`config.mk`:
```
export PLATFORM = sky130hd
export DESIGN_NAME = bcis_strobes
export DESIGN_NICKNAME = d
export VERILOG_FILES = /design/src/common/bcis_pkg.sv /design/src/bcis_strobes.sv
export VERILOG_INCLUDE_DIRS = /design/src /design/src/common
export SDC_FILE = /design/constraint.sdc
export NUM_CORES = 1
export LEC_CHECK = 0
export ABC_AREA = 1
export BUFFER_PORTS_ARGS = -buffer_cell sky130_fd_sc_hd__buf_4
export CORE_AREA = 5 5 99 101
export CTS_CLUSTER_SIZE = 12
export DETAILED_ROUTE_END_ITERATION = 12
export DIE_AREA = 0 0 104 106
export GPL_TIMING_DRIVEN = 0
export PLACE_DENSITY = 0.81
export SLEW_MARGIN = 20
export SYNTH_ARGS = -nofsm -noshare
export SYNTH_HDL_FRONTEND = slang
export SYNTH_SLANG_ARGS = --single-unit
```
`constraint.sdc`:
```
create_clock -name ref_clk -period 1.9 [get_ports ref_clk]
set_input_delay 0.19 -clock ref_clk [delete_from_list [all_inputs] [get_ports ref_clk]]
set_output_delay 0.19 -clock ref_clk [all_outputs]
set_load 0.1 [all_outputs]
```
`src/common/bcis_defines.svh`:
```
// constants for the bus cycle indicator and strobe block
`ifndef BCIS_DEFINES_SVH
`define BCIS_DEFINES_SVH
`define BCIS_BUS_W      32
`define BCIS_CFG_W      4
`define BCIS_CFG_RST    4'h0
`define BCIS_TURN_CYC   1
`endif

```
`src/common/bcis_pkg.sv`:
```
// types for the bus cycle indicator and strobe block
package bcis_pkg;
  typedef enum logic [2:0] {
    BCIS_IDLE,
    BCIS_ADDR,
    BCIS_TURN,
    BCIS_DATA,
    BCIS_DONE
  } bcis_state_t;
endpackage

```
`src/bcis_strobes.sv`:
```
// address phase, diagnostic multiplex, latch strobe and memory drive enable
// What this block does
// - diagnostic output means different things per phase
// - address phase: high means cache miss read
// - second slot: high on instruction read, low on data read and on every write
// - latch strobe marks valid address on bus
// - drive enable only after bus released
// - drive enable low on writes and idle
// - shared pins are config inputs during reset
// - 32-bit multiplexed address then data bus
`timescale 1ns/100ps
`include "bcis_defines.svh"
module bcis_strobes
  import bcis_pkg::*;
(
  input  wire logic                    ref_clk,
  input  wire logic                    rst,
  input  wire logic                    req_valid,
  input  wire logic                    req_read,
  input  wire logic                    req_miss,
  input  wire logic                    req_instr,
  input  wire logic [`BCIS_BUS_W-1:0]  req_addr,
  input  wire logic [`BCIS_BUS_W-1:0]  req_wdata,
  input  wire logic                    mem_ack,
  input  wire logic [`BCIS_BUS_W-1:0]  ad_in,
  input  wire logic [`BCIS_CFG_W-1:0]  cfg_pins_in,
  output logic [`BCIS_BUS_W-1:0]       ad_out,
  output logic                         ad_oe,
  output logic                         diag_out,
  output logic                         addr_latch_en,
  output logic                         memory_drive_enable,
  output logic [`BCIS_BUS_W-1:0]       rd_data,
  output logic                         rd_valid,
  output logic                         busy,
  output logic [`BCIS_CFG_W-1:0]       cfg_mode
);

  bcis_state_t                state_q;
  logic                       read_q;
  logic                       miss_q;
  logic                       instr_q;
  logic [`BCIS_BUS_W-1:0]     wdata_q;

  // transaction sequencer; the turn slot gives the bus a dead cycle before memory drives
  always_ff @(posedge ref_clk) begin
    if (rst) begin
      state_q <= BCIS_IDLE;
    end else begin
      unique case (state_q)
        BCIS_IDLE: if (req_valid) state_q <= BCIS_ADDR;
        BCIS_ADDR: state_q <= read_q ? BCIS_TURN : BCIS_DATA;
        BCIS_TURN: state_q <= BCIS_DATA;
        BCIS_DATA: if (mem_ack) state_q <= BCIS_DONE;
        BCIS_DONE: state_q <= BCIS_IDLE;
      endcase
    end
  end

  // capture the request attributes at launch
  always_ff @(posedge ref_clk) begin
    if (rst) begin
      read_q  <= 1'b0;
      miss_q  <= 1'b0;
      instr_q <= 1'b0;
      wdata_q <= '0;
    end else if (state_q == BCIS_IDLE && req_valid) begin
      read_q  <= req_read;
      miss_q  <= req_miss;
      instr_q <= req_instr;
      wdata_q <= req_wdata;
    end
  end

  // multiplexed bus drive: address first, write data after, released on reads
  always_ff @(posedge ref_clk) begin
    if (rst) begin
      ad_out <= '0;
      ad_oe  <= 1'b0;
    end else if (state_q == BCIS_IDLE && req_valid) begin
      ad_out <= req_addr;
      ad_oe  <= 1'b1;
    end else if (state_q == BCIS_ADDR) begin
      ad_out <= read_q ? '0 : wdata_q;
      ad_oe  <= ~read_q;
    end else if (state_q == BCIS_DATA && mem_ack) begin
      ad_oe  <= 1'b0;
    end
  end

  // latch strobe lives only while the address is on the bus
  always_ff @(posedge ref_clk) begin
    if (rst) begin
      addr_latch_en <= 1'b0;
    end else begin
      addr_latch_en <= (state_q == BCIS_IDLE) && req_valid;
    end
  end

  // diagnostic: read miss flag in address slot, read instruction flag afterwards (low on writes)
  always_ff @(posedge ref_clk) begin
    if (rst) begin
      diag_out <= 1'b0;
    end else if (state_q == BCIS_IDLE && req_valid) begin
      diag_out <= req_read & req_miss;
    end else if (state_q == BCIS_ADDR) begin
      diag_out <= read_q & instr_q;
    end
  end

  // drive enable follows the bus release on reads only; low on writes and idle
  always_ff @(posedge ref_clk) begin
    if (rst) begin
      memory_drive_enable <= 1'b0;
    end else if (state_q == BCIS_TURN) begin
      memory_drive_enable <= 1'b1;
    end else if (state_q == BCIS_DATA && mem_ack) begin
      memory_drive_enable <= 1'b0;
    end else if (state_q != BCIS_DATA) begin
      memory_drive_enable <= 1'b0;
    end
  end

  // read word taken off the bus at the acknowledge edge, while memory still drives it
  always_ff @(posedge ref_clk) begin
    if (rst) begin
      rd_data  <= '0;
      rd_valid <= 1'b0;
    end else begin
      rd_valid <= (state_q == BCIS_DATA) && mem_ack && read_q;
      if (state_q == BCIS_DATA && mem_ack && read_q) rd_data <= ad_in;
    end
  end

  // busy flag for the requester
  always_ff @(posedge ref_clk) begin
    if (rst) begin
      busy <= 1'b0;
    end else begin
      busy <= (state_q == BCIS_IDLE) ? req_valid : (state_q != BCIS_DONE);
    end
  end

  // configuration pins sampled while reset holds; pins revert afterwards
  always_ff @(posedge ref_clk) begin
    if (rst) begin
      cfg_mode <= cfg_pins_in;
    end
  end
endmodule // bcis_strobes

```
==> results of run 1 <==
## worst paths after layout
kind,from,endpoint,slack (ns),cells past startpoint
setup / recovery,state_q[2],rd_data[24],0.33,8
hold / removal,ad_in[9],rd_data[9],0.03,3
setup reg to reg,state_q[2],rd_data[24],0.33,8
hold reg to reg,wdata_q[0],wdata_q[0],0.46,2
## metrics by stage
step,util,hold WS (ns),setup slack (ns),instance area [sq um],std cells
final,0.6874,0.02910,0.3274,6141,921
after global routing,0.6874,0.02918,0.1370,6141,921
after CTS,0.6874,0.02841,0.3004,6141,921
after detailed placement,0.6644,0.3699,0.1289,5936,901
after global placement,0.6644,0.3687,0.2270,5936,901
after floorplan,-,0.2594,0.5694,4453,611
## layout make-up
type                            instances  area, sq um
Clock inverter                          4        30.03
Buffer                                 43        205.2
Clock buffer                           12        135.1
Inverter                               45        168.9
Timing Repair Buffer                  183         1384
Tap cell                              111        138.9
Sequential cell                       111         2262
Fill cell                             775         2793
Multi-Input combinational cell        412         1817
## critical path, cell delays in order, from the launching register on
cell	delay [ns]
dfxtp_1	0.34
inv_2	0.09
buf_4	0.19
nand4_2	0.12
nor2_2	0.25
inv_2	0.10
buf_2	0.20
nor2_1	0.13
nor2_1	0.06
## logic make-up after synthesis
group           after synthesis  synth area share
compound gates              106            0.1197
buf+inv                      88           0.08401
flops                       111            0.5080
simple gates                306            0.2883
## per-layer routing
metal | vias to the layer above | share of wire | global-route usage
met3 | 20 | 0.098 | 0.08318
met4 | 0 | 0.016 | 0.06753
met5 | - | 0 | 0
met1 | 2085 | 0.40 | 0.2844
li1 | 2346 | - | -
met2 | 184 | 0.48 | 0.3848
## where the power goes
group | total (mW) | internal [mW] | switching, mW
clock network | 1.28 | 0.486 | 0.795
logic | 2.01 | 0.540 | 1.47
registers | 2.64 | 2.54 | 0.0997
total | 5.92 | 3.56 | 2.36
## flip-flops by register name, indices dropped and copies added (netlist names)
signal,flops
read_q,1
diag_out,1
cfg_mode,4
memory_drive_enable,1
ad_oe,1
wdata_q,32
state_q,3
ad_out,32
rd_valid,1
busy,1
rd_data,32
addr_latch_en,1
instr_q,1
## layout by cell type (no fill, tap or decap), types with 2 or more instances in the layout
cell,count
nor2_1,124
buf_2,22
nand4_1,16
o21ai_0,59
inv_2,5
dfxtp_1,107
nand3_2,2
nand3_1,50
a21oi_1,35
nor2_2,2
edfxtp_1,4
a31oi_1,2
buf_4,183
clkbuf_8,9
clkbuf_1,17
o21ai_1,10
dlygate4sd3_1,4
clkinvlp_4,2
nand2_1,109
inv_1,40
buf_1,2
==> results_dict.tcl, run 1 <==
set metrics [dict create \
    fin_setup_tns_ns 0 \
    coreArea_sq_mm 0.008934 \
    wl_per_cell_microns 14.44 \
    hold_class "in2reg" \
    grt_max_degree 18 \
    crit_path_end_kind "register" \
    synth.area.top_cells "dfxtp_1 48%, nor2_1 10%, nand2_1 9.2%" \
    async_flop_share 0 \
    clk_pin_slew_ns 0.10 \
    syn_area_sq_mm 0.004453 \
    drt_iter0_markers 207 \
    grt-ovfl-total 0 \
    clkSinkCount 111 \
    synth.net_count 718 \
    yosysUniqueCellTypes 22 \
    fin_crit_ns 1.573 \
    num_rows 35 \
    yosysTopAreaCellShare 0.4810 \
    p_leak_nw 3.081 \
    synth_commonest_cells "124 x nor2_1, 109 x nand2_1, 107 x dfxtp_1" \
    die_h_microns 106 \
    ys.warnings.count 0 \
    vias 4635 \
    synthCells 611 \
    initial_core_util 0.4985 \
    htreeDepth 3 \
    synth_top_area_cell "dfxtp_1" \
    die_x_microns 104 \
    drt-total-wl_mm 13.30 \
    totalPowerFinal_mw 5.924 \
    hpwlAfterDp_mm 10.20 \
    antenna_found_initial 0 \
    die-area_sq_mm 0.01102 \
    path_class "reg2reg" \
    min_period_over_period 0.8277 \
    synth_edf_count 4 \
    drc 0 \
    critPathMaxFanout 10 \
    viasPerCell 5.033 \
    diodes 0 \
    rsz0062_at_grt "false" \
    cts.repair.resized 0 \
    status "finished, final reports clean" \
    track_usage 0.2322 \
    synth-seq-cells 111 \
    grt_first_pass_wirelength_mm 21.32 \
    ys_seq_area_frac 0.5080 \
    max-vdd-ir-drop_v 0.0005171 \
    syn_avg_cell_area_sq_um 7.288 \
    arrival_ns 1.85 \
    clk_latency_ns 0.37 \
    drv_slew 0 \
    finalClockSkew_ns 0.01188 \
    setup_viol 0 \
    ant_nets 0 \
    fin_nets 912 \
    slew_headroom 0.6315 \
    ys.flop_type "dfxtp_1" \
    portBuffers 179 \
    required_ns 2.18 \
    areaGrowthSynthToFinish_pct 37.90 \
    worstMarginPinSlew_ns 0.5528 \
    finalHoldViolations 0 \
    cts_buffers 9 \
    clockBufferDepth 2 \
    final_layout_size_suffix_gt1_frac 0.2840 \
    fmax_mhz 635.9 \
    yosysMostFrequentCell "nor2_1" \
    first_global_vias 4509 \
    dr.pass1.iters 5 \
    io_pins 181 \
    power.density_mw_per_mm2 964.7 \
    post_cts.repair.setup_buffers 0 \
    drv_cap 0 \
    cts_hold_buffers 4 \
    cts_tree "done" \
    root_buffer "clkbuf_8" \
    place.gp.congestion 0.8025 \
    crit_path_start_kind "register" \
]
No activity file was read; power rests on OpenSTA's default activity.
==> run 2: changes to the inputs <==
ABC_AREA = 0   (was 1)
CORE_AREA = 5 5 110 112   (was 5 5 99 101)
DIE_AREA = 0 0 115 117   (was 0 0 104 106)
PLACE_DENSITY = 0.72   (was 0.81)
clock period = 1.3 ns   (was 1.9 ns; I/O delays follow)
==> run 2 against run 1 <==
Compared with the run above: the flow now finishes with violations (setup timing); synthesized cell count fell by 18%; cell area increased by 18%; first-iteration DRC count is 6.3% lower; core utilization shrank 3.6 points; hold slack improved by 0.0077 ns; largest cell class is now multi-input combinational cells.
==> results_dict.tcl, run 2 <==
set metrics [dict create \
    status "complete, but fails checks" \
    violations "setup timing" \
    final_core_utilization 0.6515 \
    place.gp.congestion 0.8256 \
    final_cell_mix "187 x buf_4, 98 x dfxtp_1, 72 x nand2_1, 66 x nand2b_1, 42 x a21oi_1" \
    ys_seq_area_frac 0.4811 \
    htreeDepth 3 \
    syn_area_sq_mm 0.004702 \
    antenna_found_initial 0 \
    hold_class "in2reg" \
    drv_slew 0 \
    p_sw_frac 0.3434 \
    synth_compound_area_frac 0.1461 \
    synth.area.top_cells "dfxtp_1 46%, nand2b_1 8.8%, mux2i_1 7.0%" \
    hpwlAfterDp_mm 11.02 \
    async_flop_share 0 \
    vias 4460 \
    first_global_vias 4729 \
    grt_first_pass_wirelength_mm 23.74 \
    critPathMaxFanout 10 \
    clockBufferDepth 2 \
    cts_tree "done" \
    required_ns 1.50 \
    multi_input_area_sq_mm 0.002455 \
    worst_hold_slack_ns 0.03679 \
    synthAdderAreaFrac 0 \
    min_period_over_period 1.185 \
    yosysUniqueCellTypes 34 \
    diodes 0 \
    setup_viol 100 \
    synth-seq-cells 111 \
    yosysMostFrequentCell "dfxtp_1" \
    syn_avg_cell_area_sq_um 9.404 \
    drv_cap 0 \
    worstMarginPinSlew_ns 0.5590 \
    grt-ovfl-total 0 \
    pwr-share-seq 0.415 \
    wl_per_cell_microns 18.14 \
    setup_slack_ns -0.2404 \
    cts_buffers 9 \
    die_h_microns 117 \
    ys.warnings.count 0 \
    n_fill_cell 886 \
    dr.pass1.iters 5 \
    synth_top_area_cell "dfxtp_1" \
    die_x_microns 115 \
    max-vdd-ir-drop_v 0.001028 \
    finalClockSkew_ns 0.004283 \
    num_rows 39 \
    seq_area_sq_mm 0.002276 \
    path_class "reg2reg" \
    power_frac_clock 0.278 \
    power_frac_comb 0.308 \
    areaGrowthSynthToFinish_pct 54.15 \
    fin_nets 822 \
    p_sw_mw 3.126 \
    viasPerCell 5.174 \
    coreArea_sq_mm 0.01113 \
    final_common_cell "buf_4" \
    synthMuxAreaShare 0.07025 \
    preCtsSetupSlack_ns -0.4404 \
    drc 0 \
    slew_headroom 0.6274 \
    track_usage 0.2258 \
    dp_cells 823 \
    clk_latency_ns 0.34 \
    power.density_mw_per_mm2 1256 \
    die-area_sq_mm 0.01346 \
    drt-total-wl_mm 15.64 \
    drt_iter0_markers 194 \
    root_buffer "clkbuf_16" \
    synth_xor_area_frac 0 \
    synthCells 500 \
    finalHoldViolations 0 \
    io_pins 181 \
    final_cells 862 \
    initial_core_util 0.4226 \
    ys.flop_type "dfxtp_1" \
    clkSinkCount 111 \
    grt_max_degree 17 \
    fmax_mhz 649.2 \
    synth_commonest_cells "107 x dfxtp_1, 73 x nand2_1, 66 x nand2b_1" \
    rsz0062_at_grt "true" \
    yosysTopAreaCellShare 0.4556 \
    p_int_mw 5.976 \
    arrival_ns 1.74 \
    crit_path_start_kind "register" \
    portBuffers 180 \
    synth.net_count 607 \
    synth_edf_count 4 \
    final_layout_size_suffix_gt1_frac 0.4339 \
    crit_path_end_kind "register" \
    fin_crit_ns 1.540 \
    p_leak_nw 3.040 \
    synthSimpleGateAreaFrac 0.2496 \
    clk_pin_slew_ns 0.07 \
    top_regs "ad_out (32), rd_data (32), wdata_q (32)" \
    synth_top_family_by_area "simple AND/OR/NAND/NOR gates" \
    ant_nets 0 \
]
==> run 2: per-layer routing <==
metal  vias to the layer above  track usage  wire length [microns]
met5                         -            0                      0
met4                         0      0.08372                    197
met3                        13      0.05347                   1214
met2                       177       0.3970                   7940
met1                      2127       0.2688                   6284
li1                       2143            -                      -
==> run 2: worst max-delay path: stages (launching register included) <==
cell     delay [ns]
dfxtp_2        0.33
buf_6          0.12
or4b_4         0.55
buf_8          0.19
o22ai_2        0.14
nor3_1         0.07
==> run 2: layout make-up <==
cell class,count,area share
buffer,41,0.04885
clock buffer,11,0.03349
clock inverter,4,0.003107
inverter,5,0.002589
multi-input combinational,340,0.3387
sequential,111,0.3140
tap,143,0.02469
timing repair buffer,207,0.2346
==> run 2: kinds of logic after synthesis <==
kind of cell / Yosys count
simple gates: 212
flops: 111
compound gates: 95
buf+inv: 49
mux: 33
==> run 2: power groups by stage <==
stage	clock [mW]	sequential, mW	combinational [mW]
5_1_grt	2.75	3.79	2.94
6_report	2.53	3.77	2.80
3_5_place_dp	0	3.84	2.46
3_3_place_gp	0	3.83	2.43
4_1_cts	2.59	3.77	2.64
2_1_floorplan	0	4.78	0.787
==> run 2: path summary, 6_finish.rpt <==
path                       from           to  slack, ns  cells past startpoint
setup / recovery     state_q[2]    ad_out[3]      -0.24                      5
hold / removal    req_wdata[28]  wdata_q[28]       0.04                      3
setup reg to reg     state_q[2]    ad_out[3]      -0.24                      5
hold reg to reg     wdata_q[20]  wdata_q[20]       0.45                      2
==> run 2: per-stage QoR <==
stage | setup TNS (ns) | area [sq um] | power (mW)
CTS | -18.22 | 7106 | 8.999
global placement | -24.32 | 6321 | 6.257
global route | -17.59 | 7248 | 9.482
detailed placement | -28.15 | 6321 | 6.300
floorplan | -9.454 | 4791 | 5.569
finish | -13.03 | 7248 | 9.102
==> run 2: what timing repair did <==
item	4_1_cts	5_1_grt
hold buffers	4	0
pin swaps	5	4
buffers inserted	17	4
hold endpoints to repair	4	0
setup endpoints to repair	101	105
gates cloned	4	2
resized for setup	52	70
